[src/verilog/irq_priority_level_bank_defines.vh]
// offsets, field positions, reset values and level codes of the priority bank
`ifndef IRQ_PRIORITY_LEVEL_BANK_DEFINES_VH
`define IRQ_PRIORITY_LEVEL_BANK_DEFINES_VH

// register indices; byte address is four times the index
`define DEBUG_BREAK_STEP_PRIORITY_IDX 2'h0
`define DEBUG_COMM_TRACE_PRIORITY_IDX 2'h1
`define FLASH_CLOCK_SUPPLY_LINE_PRIORITY_IDX 2'h2
`define PORT_CAN_PRIORITY_IDX 2'h3
`define REG_COUNT 4

`define PRIORITY_RESET 16'h0000

// writable bits per register; all others read zero
`define DEBUG_BREAK_STEP_MASK 16'h3C00
`define DEBUG_COMM_TRACE_MASK 16'h003F
`define FLASH_CLOCK_SUPPLY_LINE_MASK 16'hFFCF
`define PORT_CAN_MASK 16'hFFFC

// low bit of each field
`define BREAKPOINT_UNIT0_LSB 12
`define STEP_COUNTER_LSB 10
`define DEBUG_RX_FULL_LSB 4
`define DEBUG_TX_EMPTY_LSB 2
`define TRACE_BUFFER_LSB 0
`define FLASH_BUFFERS_EMPTY_LSB 14
`define FLASH_CMD_DONE_LSB 12
`define FLASH_ERROR_LSB 10
`define PLL_SLIP_LSB 8
`define LOW_SUPPLY_LSB 6
`define EXT_LINE_B_LSB 2
`define EXT_LINE_A_LSB 0
`define PORT_D_LSB 14
`define PORT_E_LSB 12
`define PORT_F_LSB 10
`define CAN_MSG_BUFFER_LSB 8
`define CAN_WAKE_LSB 6
`define CAN_FAULT_LSB 4
`define CAN_BUS_OFF_LSB 2

`define FIELD_DISABLED 2'h0
`define SOURCE_COUNT 19

`endif

[src/verilog/priority_word_store.v]
// four-word priority store with per-word write masks and registered read data
`timescale 1ns/1ps
module priority_word_store #(
  parameter WIDTH = 16
) (
  input wire clock,
  input wire rst,
  input wire writeEn,
  input wire [1:0] writeIdx,
  input wire [WIDTH-1:0] writeData,
  input wire [1:0] readIdx,
  output reg [WIDTH-1:0] readData_r,
  output wire [4*WIDTH-1:0] allWords
);
`include "irq_priority_level_bank_defines.vh"

  reg [WIDTH-1:0] word0_r;
  reg [WIDTH-1:0] word1_r;
  reg [WIDTH-1:0] word2_r;
  reg [WIDTH-1:0] word3_r;

  // reserved bits are masked on write so they can never become set
  function [WIDTH-1:0] maskOf;
    input [1:0] idx;
    begin
      case (idx)
        `DEBUG_BREAK_STEP_PRIORITY_IDX: maskOf = `DEBUG_BREAK_STEP_MASK;
        `DEBUG_COMM_TRACE_PRIORITY_IDX: maskOf = `DEBUG_COMM_TRACE_MASK;
        `FLASH_CLOCK_SUPPLY_LINE_PRIORITY_IDX: maskOf = `FLASH_CLOCK_SUPPLY_LINE_MASK;
        default: maskOf = `PORT_CAN_MASK;
      endcase
    end
  endfunction

  assign allWords = {word3_r, word2_r, word1_r, word0_r};

  always @(posedge clock) begin
    if (rst) begin
      word0_r <= `PRIORITY_RESET; // RL4
      word1_r <= `PRIORITY_RESET; // RL4
      word2_r <= `PRIORITY_RESET; // RL4
      word3_r <= `PRIORITY_RESET; // RL4
      readData_r <= `PRIORITY_RESET;
    end else begin
      if (writeEn) begin
        case (writeIdx)
          2'h0: word0_r <= writeData & maskOf(2'h0); // RL1
          2'h1: word1_r <= writeData & maskOf(2'h1); // RL1
          2'h2: word2_r <= writeData & maskOf(2'h2); // RL8
          default: word3_r <= writeData & maskOf(2'h3); // RL12
        endcase
      end
      case (readIdx)
        2'h0: readData_r <= word0_r;
        2'h1: readData_r <= word1_r;
        2'h2: readData_r <= word2_r;
        default: readData_r <= word3_r;
      endcase
    end
  end

endmodule

[src/verilog/irq_priority_level_bank.v]
// apb register bank of source priority fields with decoded enables and levels
//
// Summary of operation
// (RL1) reserved bits read zero and ignore writes in all four registers.
// (RL2) debug fields: 00 disabled, 01..11 give levels 1..3.
// (RL3) peripheral fields: 00 disabled, 01..11 give levels 0..2.
// (RL4) reset clears every priority field, all sources disabled.
// (RL5) register 0: breakpoint unit bits 13:12, step counter bits 11:10.
// (RL6) register 1: rx full 5:4, tx empty 3:2, trace buffer 1:0.
// (RL7) register 2: flash buffers empty 15:14, command done 13:12, error 11:10.
// (RL8) register 2: pll slip 9:8, low supply 7:6; bits 5:4 reserved.
// (RL9) register 2: external line b 3:2, external line a 1:0.
// (RL10) register 3: port d 15:14, port e 13:12, port f 11:10.
// (RL11) register 3: can message buffer 9:8, can wake 7:6.
// (RL12) register 3: can fault 5:4, can bus off 3:2; bits 1:0 reserved.
// (RL13) each source offers enable and level; zero field never offered.
`timescale 1ns/1ps
module irq_priority_level_bank #(
  parameter ADDR_WIDTH = 12
) (
  input wire clock,
  input wire rst,
  input wire psel,
  input wire penable,
  input wire pwrite,
  input wire [ADDR_WIDTH-1:0] paddr,
  input wire [31:0] pwdata,
  input wire [3:0] pstrb,
  output reg [31:0] prdata,
  output reg pready,
  output reg pslverr,
  output reg [18:0] sourceEnable,
  output reg [37:0] sourceLevel
);
`include "irq_priority_level_bank_defines.vh"

  ////////////////////////////////////////////////////////////////////////////
  // bus decode

  wire [ADDR_WIDTH-1:0] wordAddr;
  wire hit;
  wire setupPhase;
  wire storeWrite;
  wire [15:0] storeRead;
  wire [63:0] words;
  reg pendingRead_r;
  reg pendingHit_r;
  reg pendingAccess_r;
  reg [15:0] mergedData;

  assign wordAddr = paddr >> 2;
  // only the four aligned words answer; anything else is slverr
  assign hit = (paddr[1:0] == 2'h0) && (wordAddr < `REG_COUNT);
  assign setupPhase = psel && !penable;
  // write on setup edge so the store updates one edge before pready rises
  assign storeWrite = setupPhase && pwrite && hit;

  // byte strobes merge into the current word; upper 16 bits are absent
  always @* begin
    mergedData = words[paddr[3:2]*16 +: 16];
    if (pstrb[0]) begin
      mergedData[7:0] = pwdata[7:0];
    end
    if (pstrb[1]) begin
      mergedData[15:8] = pwdata[15:8];
    end
  end

  priority_word_store #(
    .WIDTH(16)
  ) store (
    .clock(clock),
    .rst(rst),
    .writeEn(storeWrite),
    .writeIdx(paddr[3:2]),
    .writeData(mergedData),
    .readIdx(paddr[3:2]),
    .readData_r(storeRead),
    .allWords(words)
  );

  ////////////////////////////////////////////////////////////////////////////
  // apb answer: one wait state, pready in the second access cycle

  always @(posedge clock) begin
    if (rst) begin
      pready <= 1'b0;
      pslverr <= 1'b0;
      pendingRead_r <= 1'b0;
      pendingHit_r <= 1'b0;
      pendingAccess_r <= 1'b0;
    end else begin
      // the wait state gives the registered store output time to settle
      pendingAccess_r <= setupPhase;
      pready <= pendingAccess_r;
      pslverr <= pendingAccess_r && !pendingHit_r;
      pendingRead_r <= setupPhase && !pwrite;
      pendingHit_r <= hit;
    end
  end

  // read data stands with pready only, zero padded above
  always @(posedge clock) begin
    if (rst) begin
      prdata <= 32'h00000000;
    end else if (pendingAccess_r && pendingRead_r && pendingHit_r) begin
      prdata <= {16'h0000, storeRead}; // RL1
    end else begin
      prdata <= 32'h00000000;
    end
  end

  ////////////////////////////////////////////////////////////////////////////
  // field decode toward arbitration

  // debug sources sit one level higher than peripherals
  function [1:0] levelOf;
    input [1:0] code;
    input debugSrc;
    begin
      if (debugSrc) begin
        levelOf = code; // RL2
      end else begin
        levelOf = code - 2'h1; // RL3
      end
    end
  endfunction

  function [1:0] fieldAt;
    input [15:0] word;
    input integer lsb;
    begin
      fieldAt = word[lsb +: 2];
    end
  endfunction

  wire [15:0] w0 = words[15:0];
  wire [15:0] w1 = words[31:16];
  wire [15:0] w2 = words[47:32];
  wire [15:0] w3 = words[63:48];
  reg [37:0] codes;
  reg [37:0] levelNxt;
  reg [18:0] enableNxt;
  integer i;

  always @* begin
    codes = {
      fieldAt(w0, `BREAKPOINT_UNIT0_LSB), // RL5
      fieldAt(w0, `STEP_COUNTER_LSB), // RL5
      fieldAt(w1, `DEBUG_RX_FULL_LSB), // RL6
      fieldAt(w1, `DEBUG_TX_EMPTY_LSB), // RL6
      fieldAt(w1, `TRACE_BUFFER_LSB), // RL6
      fieldAt(w2, `FLASH_BUFFERS_EMPTY_LSB), // RL7
      fieldAt(w2, `FLASH_CMD_DONE_LSB), // RL7
      fieldAt(w2, `FLASH_ERROR_LSB), // RL7
      fieldAt(w2, `PLL_SLIP_LSB), // RL8
      fieldAt(w2, `LOW_SUPPLY_LSB), // RL8
      fieldAt(w2, `EXT_LINE_B_LSB), // RL9
      fieldAt(w2, `EXT_LINE_A_LSB), // RL9
      fieldAt(w3, `PORT_D_LSB), // RL10
      fieldAt(w3, `PORT_E_LSB), // RL10
      fieldAt(w3, `PORT_F_LSB), // RL10
      fieldAt(w3, `CAN_MSG_BUFFER_LSB), // RL11
      fieldAt(w3, `CAN_WAKE_LSB), // RL11
      fieldAt(w3, `CAN_FAULT_LSB), // RL12
      fieldAt(w3, `CAN_BUS_OFF_LSB) // RL12
    };
    levelNxt = 38'h0;
    enableNxt = 19'h0;
    for (i = 0; i < `SOURCE_COUNT; i = i + 1) begin
      enableNxt[i] = codes[2*i +: 2] != `FIELD_DISABLED; // RL13
      // disabled sources show level zero so nothing stale leaks out
      if (enableNxt[i]) begin
        levelNxt[2*i +: 2] = levelOf(codes[2*i +: 2], i >= 14); // RL13
      end
    end
  end

  always @(posedge clock) begin
    if (rst) begin
      sourceEnable <= 19'h0; // RL4
      sourceLevel <= 38'h0;
    end else begin
      sourceEnable <= enableNxt;
      sourceLevel <= levelNxt;
    end
  end

endmodule

[config.mk]
export PLATFORM = sky130hd
export DESIGN_NAME = irq_priority_level_bank
export DESIGN_NICKNAME = d
export VERILOG_FILES = /design/src/verilog/priority_word_store.v /design/src/verilog/irq_priority_level_bank.v
export VERILOG_INCLUDE_DIRS = /design/src /design/src/verilog
export SDC_FILE = /design/constraint.sdc
export NUM_CORES = 1
export LEC_CHECK = 0
export BUFFER_PORTS_ARGS = -buffer_cell sky130_fd_sc_hd__buf_2
export CAP_MARGIN = 15
export CORE_MARGIN = 2
export CORE_UTILIZATION = 51
export DETAILED_ROUTE_END_ITERATION = 12
export HOLD_SLACK_MARGIN = 0.05
export PLACE_DENSITY_LB_ADDON = 0.15
export SETUP_SLACK_MARGIN = 0.4
export SLEW_MARGIN = 25
export SYNTH_ARGS = -nofsm -noshare
export SYNTH_HDL_FRONTEND = slang
export SYNTH_SLANG_ARGS = --single-unit
[constraint.sdc]
create_clock -name clock -period 1.6 [get_ports clock]
set_input_delay 0.08 -clock clock [delete_from_list [all_inputs] [get_ports clock]]
set_output_delay 0.08 -clock clock [all_outputs]
set_load 0.03 [all_outputs]
==> run summary <==
The logs give 0.00622 W for the internal power summed over all cells and 10,300 um2 for the die footprint. The maximum root-to-sink buffer count was 2; the share of total power consumed by net switching was 20.3%. The net count of the finished layout is 684. Counting every sink on the clock net gives 132. The tools report the worst-case clock skew as 0.0108 ns.

The family with the most delay on the worst path is simple AND/OR/NAND/NOR gates. Most common flop cell mapped by yosys: sky130_fd_sc_hd__dfxtp_1. Setup violations remaining at the end of the flow were counted as 0. The number of buffers added by the clock tree synthesis step is 17, and the required time at the worst-slack endpoint is 2.04 ns.

The flow ran to the end, and the final reports show no timing, DRC or antenna violations. The post-detailed-route count of antenna-violating nets is 0, and the sum of buffers and inverters on the critical path is 0. The share of total power dissipated in combinational logic is 4.1%. The fraction of the mapped netlist area in compound gates works out to 3.20%.

The run gives 698 as the cell total after placement. In this run the critical register-to-register path is captured at store.word1_r[2]. At the end of the flow the core is filled with cells to 69.4%.

Global-route wire length before repair: 16,200 um. Die width: 101 um. The floorplan has 35 rows. After routing the design area is 6410 um2. Of the post-synthesis cell area, the part taken by muxes is 10.7%. Dividing the detail-routed via count by the number of cells gives 4.78. In this run the count of I/O pins placed on the die edge is 144.

For the number of hold violations in the final report, the log shows 0. After synthesis, the share of flip-flops with an asynchronous set or reset is 0%. The fraction of layout instances using a drive strength above 1 is 26.8%. The global placer's final weighted congestion was 0.828; the y dimension of the die was 101 um. Dividing the final minimum period by the clock period gives 73.5%. For this configuration, the core starts out at a cell density of 52.5%. Summing the areas of all xor and xnor instances in the mapped netlist gives 0% of the synthesized area.

Each instance of the synthesized netlist takes up on average 10.1 um2. End of the critical path: store.word1_r[2]. In this run the critical register-to-register path is launched from store.word2_r[2]. The tools report the number of antenna violations at the first check in global routing as 0. The library cell used most frequently in the layout, excluding fill and tap cells, is sky130_fd_sc_hd__dfxtp_1.

For this run, the top clock speed supported by timing is 851 MHz. Global routing finished with a remaining overflow of 0. The tools report the largest net degree at the start of global routing as 108. The tightest min-delay check is of the in2reg type. Clock tree synthesis selected as its root buffer the cell sky130_fd_sc_hd__clkbuf_8.

The library cells used most frequently in the layout, excluding fill and tap cells, are sky130_fd_sc_hd__dfxtp_1, sky130_fd_sc_hd__buf_2, sky130_fd_sc_hd__nor2_1. The number of H-tree levels is 4, and the post-synthesis to final-layout area growth is 32.2%. The routed layout has 3,627 vias.

The maximum vdd ir drop was 0.000800 V. Area of the core region: 9240 um2. The post-synthesis sequential element count works out to 132. The logs give 759 for the filler-free cell count of the finished design and 0 for the number of diodes added for antenna fixing.

The insertion delay to the later sink of the worst-skew pair is 0.50 ns, and the number of DRC violations after detailed routing is 0. Setup repair after global routing could not meet its margin everywhere. The number of unique standard cell types used by synthesis was 37; the clock-pin slew of the registers on the worst-case setup and hold paths was 0.06 ns. Sequential element share of the synthesized area: 54.5%. The number of cells on the worst reg-to-reg path is 4.

The summed instance area of the synthesized netlist was 4850 um2; the post-route minimum period was 1.18 ns. Endpoint type of the worst setup path: a register. The total placed instance area was 5440 um2; the leakage power was 3.09 nW. The aggregate routed wire length was 10,100 um; the total stage count of the critical path was 4.

After detailed routing, the met3 layer carries 511 um of wire. The launching element type of the critical path was a register. Max-cap violations in this run came to 0.

Detailed placement ended at an HPWL of 6570 um. Counting every instance in the synthesized netlist gives 479. The number of DRC markers after the initial detailed-route iteration came out at 98. The critical path is of the reg2reg type.

The first TritonRoute pass finished after 4 iterations. The synthesized netlist devotes 20.9% of its cell area to simple gates. The critical path starts at store.word2_r[2]. Summed over all nets, wire length on met2 after detailed routing comes to 4880 um. Power spread over the standard cell area amounts to 1220 nW/um2. The highest routing layer actually used is met4.

The power share of the clock group was 53.8%. TritonCTS built the clock tree. Number of buffers added on ports: 109. In the post-route analysis, the smallest setup slack over all paths is 0.424 ns.

Largest family of logic cells by synthesized area: simple AND/OR/NAND/NOR gates. The run gives 0.0675 ns as the post-route worst hold slack. The number of global-route vias before repair was 3,400.

The adder-cell share of the synthesized area is 3.61%, and the aggregate global-route resource usage is 20.5%. The worst-path maximum fanout works out to 3. Routed wire length per instance: 13.3 um. The worst path arrival time was 1.62 ns; the sum of routed wire segments on met1 was 4590 um.

In this design, the stage delay of the slowest critical-path cell is 0.38 ns. Setup slack on the worst reg-to-reg path comes out at 0.42 ns. Timing analysis after detailed placement gives a worst setup slack of -0.0509 ns.

The number of warnings issued by yosys was 0. The slowest library cell on the worst path was sky130_fd_sc_hd__or4bb_1. Sequential cells burn 42.2% of the power. The switching power is 0.00158 W.

The number of slew-limit violations in the final report was 0. Count of flip-flops with a built-in enable after synthesis: 0. The signal on the critical path passes through or4bb_1 > o211ai_1 > mux2i_1 > nor2_1.
## sequential cells by signal (all words and copies together) (netlist names), 4 cells and up
signal	flops
store.word2_r	14
store.word3_r	14
prdata	16
store.word1_r	6
store.word0_r	4
store.readData_r	16
sourceLevel	38
sourceEnable	19
## per-layer routing
layer  global-route usage [%]  up-vias
met5                        0        -
met4                     8.94        0
met3                     6.21        9
met2                     32.3      101
met1                     26.0     1681
li1                         -     1836
## worst min path at each step
| stage | from | to | slack, ns | cells past startpoint |
|---|---|---|---|---|
| floorplan | pwrite | pendingRead_r | 0.15 | 1 |
| global placement | pwrite | pendingRead_r | 0.25 | 2 |
| detailed placement | pwrite | pendingRead_r | 0.26 | 2 |
| CTS | pwdata[3] | store.word2_r[3] | 0.05 | 5 |
| global route | pwdata[3] | store.word1_r[3] | 0.09 | 5 |
| finish | pwdata[3] | store.word1_r[3] | 0.07 | 5 |
## cell usage after synthesis (all sizes together), types with 2 or more instances
master / number / share of area, %
a21oi: 2 / 0.21
a221o: 2 / 0.41
a22oi: 2 / 0.31
a31oi: 4 / 0.52
and2: 16 / 2.1
buf: 26 / 3.7
clkbuf: 14 / 1.1
dfxtp: 132 / 55
ha: 14 / 3.6
inv: 28 / 2.2
mux2i: 52 / 11
nand2: 17 / 1.3
nand2b: 7 / 0.90
nand4: 4 / 1.3
nand4b: 4 / 0.72
nor2: 80 / 6.2
nor2b: 17 / 2.2
nor3: 28 / 2.9
nor4: 4 / 1.1
nor4b: 2 / 0.49
nor4bb: 2 / 0.41
o211ai: 6 / 0.93
o21ai: 8 / 0.83
or4bb: 2 / 0.46
## area by class of cell
type | count | area, um2
clock buffer | 20 | 455
tap | 129 | 161
multi-input combinational | 294 | 1940
sequential | 132 | 2650
timing repair buffer | 144 | 896
inverter | 28 | 105
fill | 704 | 2830
clock inverter | 12 | 200
## cells by family after synthesis
kind of cell,after synthesis
other cells,1
compound gates,24
fa+ha+maj,14
simple gates,188
mux,52
flops,132
buf+inv,68
## repair_timing
| item | CTS | global route |
|---|---|---|
| setup endpoints to repair | 6 | 42 |
| hold buffers | 22 | 3 |
| setup buffers | 1 | 4 |
| hold endpoints to repair | 39 | 1 |
| resized for setup | 2 | 8 |
| pin swaps | 2 | 9 |
## metrics by stage
stage                     total power, W  TNS (ns)
after global placement           0.00363         0
final                            0.00780         0
after CTS                        0.00786         0
after floorplan                  0.00357         0
after detailed placement         0.00363    -0.569
after global routing             0.00804         0
## worst min-delay path: stages
cell and delay [ns]:
sky130_fd_sc_hd__buf_2 0.08, sky130_fd_sc_hd__nand2_1 0.05, sky130_fd_sc_hd__o211ai_1 0.15, sky130_fd_sc_hd__mux2i_1 0.09, sky130_fd_sc_hd__nor2_1 0.07
## power groups by stage
stage               registers [W]  clock network (W)  logic, W
floorplan                 0.00337                  0  0.000206
global route              0.00329            0.00441  0.000345
CTS                       0.00329            0.00426  0.000309
detailed placement        0.00336                  0  0.000270
global placement          0.00336                  0  0.000265
finish                    0.00329            0.00419  0.000319
(Power assumes the default switching activity.)
